## config.mk

```make
export PLATFORM = sky130hd
export DESIGN_NAME = converter_trim_register_bank
export DESIGN_NICKNAME = d
export VERILOG_FILES = /design/src/trim_bank_pkg.sv /design/src/converter_trim_register_bank.sv
export SDC_FILE = /design/constraint.sdc
export NUM_CORES = 1
export LEC_CHECK = 0
export ABC_AREA = 0
export BUFFER_PORTS_ARGS = -buffer_cell sky130_fd_sc_hd__buf_4
export CORE_ASPECT_RATIO = 0.5
export CORE_MARGIN = 2
export CORE_UTILIZATION = 55
export DETAILED_ROUTE_END_ITERATION = 7
export PLACE_DENSITY = 0.95
export SLEW_MARGIN = 20
export SYNTH_ARGS = -nofsm -noshare
export SYNTH_HDL_FRONTEND = slang
export SYNTH_SLANG_ARGS = --single-unit
export TNS_END_PERCENT = 1
```

## constraint.sdc

```tcl
create_clock -name aclk -period 5.95 [get_ports aclk]
set_clock_uncertainty 0.1 [all_clocks]
set_input_delay 1.19 -clock aclk [delete_from_list [all_inputs] [get_ports aclk]]
set_output_delay 1.19 -clock aclk [all_outputs]
set_load 0.02 [all_outputs]
```

## src/trim_bank_pkg.sv

```systemverilog
// Constants, register map and carrier types of the converter trim register bank.
package trim_bank_pkg;

    ////////////////////////////////////////////////////////////////////////////////
    // Register indices; the byte address of each register is four times its index.
    localparam logic [11:0] IDX_CORE_B_OFFSET_INPUT_A = 12'h34C;
    localparam logic [11:0] IDX_CORE_B_OFFSET_INPUT_B = 12'h34E;
    localparam logic [11:0] IDX_CORE_A_BANK0_DUAL_GAIN = 12'h350;
    localparam logic [11:0] IDX_CORE_A_BANK1_DUAL_GAIN = 12'h351;
    localparam logic [11:0] IDX_CORE_B_BANK0_DUAL_GAIN = 12'h352;
    localparam int unsigned BYTE_ADDR_SHIFT            = 2;

    ////////////////////////////////////////////////////////////////////////////////
    // Field layout and reset values.
    localparam int unsigned OFFSET_REG_W   = 16;
    localparam int unsigned OFFSET_TRIM_W  = 12;
    localparam int unsigned GAIN_REG_W     = 8;
    localparam int unsigned GAIN_TRIM_W    = 5;
    localparam logic [15:0] OFFSET_REG_RST = 16'h0000;
    localparam logic [7:0]  GAIN_REG_RST   = 8'h00;

    ////////////////////////////////////////////////////////////////////////////////
    // Bus answers.
    localparam logic [1:0]  RESP_OKAY   = 2'h0;
    localparam logic [1:0]  RESP_DECERR = 2'h3;
    localparam logic [31:0] RDATA_UNMAPPED = 32'h00000000;

    typedef enum logic [2:0] {
        SEL_NONE     = 3'b000,
        SEL_OFFSET_A = 3'b001,
        SEL_OFFSET_B = 3'b010,
        SEL_GAIN_A0  = 3'b011,
        SEL_GAIN_A1  = 3'b100,
        SEL_GAIN_B0  = 3'b101
    } reg_sel_e;

    // Full register images, as preloaded from fuse storage.
    typedef struct packed {
        logic [15:0] core_b_offset_input_a;
        logic [15:0] core_b_offset_input_b;
        logic [7:0]  core_a_bank0_dual_gain;
        logic [7:0]  core_a_bank1_dual_gain;
        logic [7:0]  core_b_bank0_dual_gain;
    } fuse_s;

    // Trim words handed to the converter cores.
    typedef struct packed {
        logic [11:0] core_b_offset_trim;
        logic [4:0]  core_a_bank0_fine_gain;
        logic [4:0]  core_a_bank1_fine_gain;
        logic [4:0]  core_b_bank0_fine_gain;
    } trim_s;

endpackage

```

## src/converter_trim_register_bank.sv

```systemverilog
// AXI4-Lite register bank holding the core-B offset and dual-channel fine-gain trims.
//
// Implementation choice: the AXI4-Lite register port.
`timescale 1ns/10ps
// Function
// - Core B sampling input A with calibration on gets the input A offset word.
// - Core B sampling input B with calibration on gets the input B offset word.
// - Offset words load from fuse storage and hold until software overwrites them.
// - Core A bank 0 five-bit fine gain applies in dual-channel operation with calibration on.
// - Core A bank 1 five-bit fine gain applies in dual-channel operation with calibration on.
// - Core B bank 0 five-bit fine gain applies in dual-channel operation with calibration on.
// - Fine-gain words load from fuse storage instead of the reset value.
module converter_trim_register_bank
    import trim_bank_pkg::*;
#(
    parameter int unsigned ADDR_W = 12
) (
    input  wire logic              aclk,
    input  wire logic              aresetn,
    input  wire logic [ADDR_W-1:0] s_axi_awaddr,
    input  wire logic [2:0]        s_axi_awprot,
    input  wire logic              s_axi_awvalid,
    output logic                   s_axi_awready,
    input  wire logic [31:0]       s_axi_wdata,
    input  wire logic [3:0]        s_axi_wstrb,
    input  wire logic              s_axi_wvalid,
    output logic                   s_axi_wready,
    output logic [1:0]             s_axi_bresp,
    output logic                   s_axi_bvalid,
    input  wire logic              s_axi_bready,
    input  wire logic [ADDR_W-1:0] s_axi_araddr,
    input  wire logic [2:0]        s_axi_arprot,
    input  wire logic              s_axi_arvalid,
    output logic                   s_axi_arready,
    output logic [31:0]            s_axi_rdata,
    output logic [1:0]             s_axi_rresp,
    output logic                   s_axi_rvalid,
    input  wire logic              s_axi_rready,
    input  wire fuse_s             fuse_values,
    input  wire logic              fg_cal_enable,
    input  wire logic              dual_channel_mode,
    input  wire logic              core_b_samples_input_b,
    output trim_s                  trim_out
);

    // The highest register byte address needs twelve bits; the bus word caps it at 32.
    if (ADDR_W < 12 || ADDR_W > 32) begin : gen_addr_w_check
        $error("ADDR_W must lie between 12 and 32.");
    end

    ////////////////////////////////////////////////////////////////////////////////
    // Address decode, shared by the read and the write path.
    function automatic reg_sel_e decode(input logic [ADDR_W-1:0] addr);
        logic [ADDR_W-1:0] idx;
        idx = addr >> BYTE_ADDR_SHIFT;
        decode = SEL_NONE;
        if (addr[1:0] == 2'h0) begin
            if (idx == ADDR_W'(IDX_CORE_B_OFFSET_INPUT_A)) begin
                decode = SEL_OFFSET_A;
            end else if (idx == ADDR_W'(IDX_CORE_B_OFFSET_INPUT_B)) begin
                decode = SEL_OFFSET_B;
            end else if (idx == ADDR_W'(IDX_CORE_A_BANK0_DUAL_GAIN)) begin
                decode = SEL_GAIN_A0;
            end else if (idx == ADDR_W'(IDX_CORE_A_BANK1_DUAL_GAIN)) begin
                decode = SEL_GAIN_A1;
            end else if (idx == ADDR_W'(IDX_CORE_B_BANK0_DUAL_GAIN)) begin
                decode = SEL_GAIN_B0;
            end
        end
    endfunction

    ////////////////////////////////////////////////////////////////////////////////
    // Fuse preload. Reset only takes constants; the fuse image is copied in the
    // first cycle after release, and the bus is held off until then.
    logic preload_q;

    always_ff @(posedge aclk) begin
        if (!aresetn) begin
            preload_q <= 1'b1;
        end else begin
            preload_q <= 1'b0;
        end
    end

    ////////////////////////////////////////////////////////////////////////////////
    // Write channel: address and data are caught independently, in either order.
    logic              aw_held_q;
    logic              w_held_q;
    logic [ADDR_W-1:0] aw_addr_q;
    logic [31:0]       w_data_q;
    logic [3:0]        w_strb_q;
    logic              bvalid_q;
    logic [1:0]        bresp_q;
    logic              wr_fire;
    reg_sel_e          wr_sel;

    assign s_axi_awready = !aw_held_q && !preload_q;
    assign s_axi_wready  = !w_held_q && !preload_q;
    assign wr_fire       = aw_held_q && w_held_q && !bvalid_q;
    assign wr_sel        = decode(aw_addr_q);

    always_ff @(posedge aclk) begin
        if (!aresetn) begin
            aw_held_q <= 1'b0;
            aw_addr_q <= '0;
        end else if (s_axi_awvalid && s_axi_awready) begin
            aw_held_q <= 1'b1;
            aw_addr_q <= s_axi_awaddr;
        end else if (wr_fire) begin
            aw_held_q <= 1'b0;
        end
    end

    always_ff @(posedge aclk) begin
        if (!aresetn) begin
            w_held_q <= 1'b0;
            w_data_q <= '0;
            w_strb_q <= '0;
        end else if (s_axi_wvalid && s_axi_wready) begin
            w_held_q <= 1'b1;
            w_data_q <= s_axi_wdata;
            w_strb_q <= s_axi_wstrb;
        end else if (wr_fire) begin
            w_held_q <= 1'b0;
        end
    end

    always_ff @(posedge aclk) begin
        if (!aresetn) begin
            bvalid_q <= 1'b0;
            bresp_q  <= RESP_OKAY;
        end else if (wr_fire) begin
            bvalid_q <= 1'b1;
            bresp_q  <= (wr_sel == SEL_NONE) ? RESP_DECERR : RESP_OKAY;
        end else if (s_axi_bready) begin
            bvalid_q <= 1'b0;
        end
    end

    assign s_axi_bvalid = bvalid_q;
    assign s_axi_bresp  = bresp_q;

    ////////////////////////////////////////////////////////////////////////////////
    // Register storage. Reserved upper bits are stored as written.
    logic [15:0] offset_a_q;
    logic [15:0] offset_b_q;
    logic [7:0]  gain_q [3];

    // Byte-lane merge for a 16-bit register.
    function automatic logic [15:0] merge16(input logic [15:0] old_v, input logic [31:0] d,
                                            input logic [3:0] strb);
        merge16 = {strb[1] ? d[15:8] : old_v[15:8], strb[0] ? d[7:0] : old_v[7:0]};
    endfunction

    always_ff @(posedge aclk) begin
        if (!aresetn) begin
            offset_a_q <= OFFSET_REG_RST;
            offset_b_q <= OFFSET_REG_RST;
        end else if (preload_q) begin
            offset_a_q <= fuse_values.core_b_offset_input_a;
            offset_b_q <= fuse_values.core_b_offset_input_b;
        end else if (wr_fire && wr_sel == SEL_OFFSET_A) begin
            offset_a_q <= merge16(offset_a_q, w_data_q, w_strb_q);
        end else if (wr_fire && wr_sel == SEL_OFFSET_B) begin
            offset_b_q <= merge16(offset_b_q, w_data_q, w_strb_q);
        end
    end

    // Bank 0 of core A, bank 1 of core A, bank 0 of core B, in that order.
    logic [7:0] gain_fuse [3];
    assign gain_fuse[0] = fuse_values.core_a_bank0_dual_gain;
    assign gain_fuse[1] = fuse_values.core_a_bank1_dual_gain;
    assign gain_fuse[2] = fuse_values.core_b_bank0_dual_gain;

    genvar g;
    generate
        for (g = 0; g < 3; g = g + 1) begin : gen_gain
            always_ff @(posedge aclk) begin
                if (!aresetn) begin
                    gain_q[g] <= GAIN_REG_RST;
                end else if (preload_q) begin
                    gain_q[g] <= gain_fuse[g];
                end else if (wr_fire && wr_sel == reg_sel_e'(3'(g) + 3'h3) && w_strb_q[0]) begin
                    gain_q[g] <= w_data_q[7:0];
                end
            end
        end
    endgenerate

    ////////////////////////////////////////////////////////////////////////////////
    // Read channel: one read at a time, answered the cycle after the address is taken.
    logic        rvalid_q;
    logic [31:0] rdata_q;
    logic [1:0]  rresp_q;
    reg_sel_e    rd_sel;

    assign s_axi_arready = !rvalid_q && !preload_q;
    assign rd_sel        = decode(s_axi_araddr);

    always_ff @(posedge aclk) begin
        if (!aresetn) begin
            rvalid_q <= 1'b0;
            rdata_q  <= RDATA_UNMAPPED;
            rresp_q  <= RESP_OKAY;
        end else if (s_axi_arvalid && s_axi_arready) begin
            rvalid_q <= 1'b1;
            rresp_q  <= RESP_OKAY;
            case (rd_sel)
                SEL_OFFSET_A: rdata_q <= {16'h0000, offset_a_q};
                SEL_OFFSET_B: rdata_q <= {16'h0000, offset_b_q};
                SEL_GAIN_A0:  rdata_q <= {24'h000000, gain_q[0]};
                SEL_GAIN_A1:  rdata_q <= {24'h000000, gain_q[1]};
                SEL_GAIN_B0:  rdata_q <= {24'h000000, gain_q[2]};
                default: begin
                    rdata_q <= RDATA_UNMAPPED;
                    rresp_q <= RESP_DECERR;
                end
            endcase
        end else if (s_axi_rready) begin
            rvalid_q <= 1'b0;
        end
    end

    assign s_axi_rvalid = rvalid_q;
    assign s_axi_rdata  = rdata_q;
    assign s_axi_rresp  = rresp_q;

    ////////////////////////////////////////////////////////////////////////////////
    // Trim outputs. Registered so that a write reaches the cores one cycle later,
    // which is before any conversion that follows the bus response.
    always_ff @(posedge aclk) begin
        if (!aresetn) begin
            trim_out <= '0;
        end else begin
            if (!fg_cal_enable) begin
                trim_out.core_b_offset_trim <= '0;
            end else if (core_b_samples_input_b) begin
                trim_out.core_b_offset_trim <= offset_b_q[OFFSET_TRIM_W-1:0];
            end else begin
                trim_out.core_b_offset_trim <= offset_a_q[OFFSET_TRIM_W-1:0];
            end
            if (fg_cal_enable && dual_channel_mode) begin
                trim_out.core_a_bank0_fine_gain <= gain_q[0][GAIN_TRIM_W-1:0];
                trim_out.core_a_bank1_fine_gain <= gain_q[1][GAIN_TRIM_W-1:0];
                trim_out.core_b_bank0_fine_gain <= gain_q[2][GAIN_TRIM_W-1:0];
            end else begin
                trim_out.core_a_bank0_fine_gain <= '0;
                trim_out.core_a_bank1_fine_gain <= '0;
                trim_out.core_b_bank0_fine_gain <= '0;
            end
        end
    end

endmodule

```

==> metrics.csv <==
stage;metric;value;unit
synth;yosysTopAreaCellShare;37.21;%
clock_tree;numCtsBuffers;17;
die;row_count;26;
worst_setup_path;slowest_stage;nor3_2;
synth;yosysTopAreaCell;dfxtp_1;
synth;synthTopCellsByArea;dfxtp_1 37%, edfxtp_1 12%, a21oi_1 7.0%;
clock_tree;cts_setup_buffers;0;
detailed_routing;wire_per_inst;20.11;um
worst_setup_path;crit_path_end_kind;flop;
timing;fin_setup_tns;0;ns
worst_setup_path;crit_arrival;3.20;ns
detailed_routing;firstDrtPassIters;6;
worst_setup_path;worstSetupPathType;in -> reg;
synth;synth_edf_count;24;
clock_tree;clk_latency;0.43;ns
detailed_routing;vias_per_cell;6.322;
detailed_routing;ant_nets;0;
timing;rsz0062_at_grt;false;
placed_design;dp.cells;897;
die;die_height;78.02;um
detailed_routing;wl;18690;um
power_and_ir_drop;ir_drop;0.2238;mV
clock_tree;hold_buffers;0;
synth;synth_cells;642;
detailed_routing;drc_errors;0;
worst_setup_path;worst_setup_path_start_kind;input pin;
synth;synthTopCellsByCount;112 x dfxtp_1, 84 x a21oi_1, 69 x nand2_1;
timing;finalCriticalPeriod;3.226;ns
global_route;grt_overflow;0;
synth;ys_ff_latch;136;
placed_design;dpl_cell_area;7164;um2
cells_and_area;postLayoutCoreUtil;74.80;%
power_and_ir_drop;p_leak;3.252;nW
placed_design;place_hpwl;12090;um
synth;yosysSeqAreaShare;49.17;%
clock_tree;cts.sinks;136;
synth;async_reset_ff_share;0;%
clock_tree;cts.reportedPaths.clkPinSlew;0.06;ns
placed_design;gp_congestion;0.9132;
cells_and_area;fin_cells;929;
die;start_util;57.70;%
die;die_w;152.0;um
clock_tree;cts-root-buf;clkbuf_16;
global_route;grt_start_max_net_pins;88;
job;cap_violations;0;
status;outcome;complete, no violations;
cells_and_area;diodes;0;
clock_tree;ctsResizeCount;0;
timing;slew_headroom;29.16;%
global_route;grt_pass1_vias;5739;
worst_hold_path;hold_class;reg -> reg;
synth;synth_area;6026;um2
cells_and_area;fin_area;7811;um2
worst_setup_path;critPathRequiredTime;5.92;ns
synth;synth.most_common_cell;dfxtp_1;
worst_setup_path;path_cells;buf_4, nor2b_1, nand2_1, nor3_2, nand2b_1;
timing;drv_slew;0;
cells_and_area;drive_gt1_share;26.24;%
die;io_pins;200;
placed_design;port_buffers;159;
global_route;grt_pass1_wl;28950;um
global_route;track_usage;30.90;%
worst_setup_path;path_max_fanout;22;
detailed_routing;vias;5873;
power_and_ir_drop;p_per_area;307.9;nW/um2
synth;synth_ff_type;dfxtp_1;
die;core_area;10440;um2
synth;ys_warn_count;0;
clock_tree;cts_tree;built;
cells_and_area;fin_nets;908;
synth;synth_cell_types;57;
die;die_area;11860;um2
worst_setup_path;cp_slowest_stage_delay;0.66;ns
timing;final-setup-viol-count;0;
power_and_ir_drop;p_total;0.002405;W
timing;worstMarginPinSlew;1.058;ns
timing;hold_viol;0;
timing;clock.fmax;310.0;MHz
global_route;antenna_found_initial;0;
clock_tree;clockBufferDepth;2;
timing;period_share;54.21;%
clock_tree;htreeDepth;4;
synth;syn_avg_cell_area;9.386;um2
worst_setup_path;crit_buf_inv;1;
worst_setup_path;cp_top_family;simple AND/OR/NAND/NOR gates;
cells_and_area;area_growth;29.63;%
detailed_routing;drt-initial-drc-count;657;
layout make-up:
cell class	count	area, um2
Sequential cell	136	2964
Clock inverter	14	195.2
Multi-Input combinational cell	454	2805
Tap cell	140	175.2
Fill cell	696	2631
Inverter	6	23.77
Clock buffer	18	439.2
Timing Repair Buffer	161	1209
sequential cells by signal, summed over array words and instances (netlist names), 2 cells and up:
name,cells
w_strb_q,2
offset_a_q,16
s_axi_rdata,16
offset_b_q,16
trim_out,27
aw_addr_q,12
gain_q,24
w_data_q,16
power breakdown:
part           switching, W  total [W]  internal [W]
clock              0.000430    0.00114      0.000715
combinational      0.000136   0.000243      0.000106
sequential        0.0000359    0.00102      0.000982
routing by layer:
layer | GRT usage (%) | vias up | routed length, um
met2 | 54.37 | 394 | 9105
li1 | - | 2618 | -
met5 | 0 | - | 0
met3 | 6.461 | 89 | 1792
met4 | 14.95 | 0 | 721
met1 | 36.70 | 2772 | 7067
kinds of logic after synthesis:
family	synth area share [%]
AOI/OAI and AO/OA	25.21
and+or+nand+nor	17.88
DFF	49.17
buffers and inverters	5.399
muxes	1.993
xor gates and xnor gates	0.2908
other	0.06223
worst reg2reg max path: cells and delay by family (launching register included):
family	cells	cell delay (ns)
simple gates	4	1.96
flops	1	0.32
path summary, 6_finish.rpt:
check | startpoint | to | slack [ns] | depth (start not counted)
worst max-delay path | aresetn | gain_q[1][0]$_DFFE_PP_ | 2.72 | 5
worst min-delay path | w_data_q[15]$_SDFFE_PN0P_ | w_data_q[15]$_SDFFE_PN0P_ | 0.35 | 2
worst max register to register | aw_addr_q[11]$_SDFFE_PN0P_ | gain_q[1][0]$_DFFE_PP_ | 3.22 | 4
worst min register to register | w_data_q[15]$_SDFFE_PN0P_ | w_data_q[15]$_SDFFE_PN0P_ | 0.35 | 2
cell usage in the layout, fill, tap and decap left out, types with 2 or more instances in the layout:
cell and count:
a21o_1 4, a211o_1 9, dfxtp_1 111, conb_1 16, o21ai_0 26, and2b_1 2, mux2i_1 12, a311oi_1 8
and2_1 18, nor2b_1 23, buf_4 161, nand2b_1 5, a32oi_1 8, nand2_1 69, nor3_2 2, edfxtp_1 24
nand4bb_1 2, clkinvlp_4 3, nor3b_2 2, nand3b_1 2, inv_1 5, o221a_1 8, a22o_1 24, a211oi_1 32
inv_6 3, nor2_1 39, clkinv_4 2, nand3_1 16, a221oi_1 16, bufinv_16 4, clkbuf_16 17, nor4b_1 2
clkinv_2 2, a21oi_1 84
metrics by stage:
step | worst slack [ns] | hold slack (ns)
after floorplan | 3.240 | 0.3317
after global routing | 2.613 | 0.3755
after CTS | 2.797 | 0.3536
after detailed placement | 2.438 | 0.3454
after global placement | 2.540 | 0.3403
final | 2.724 | 0.3507
Note: power is estimated with default switching activity, not from simulation.
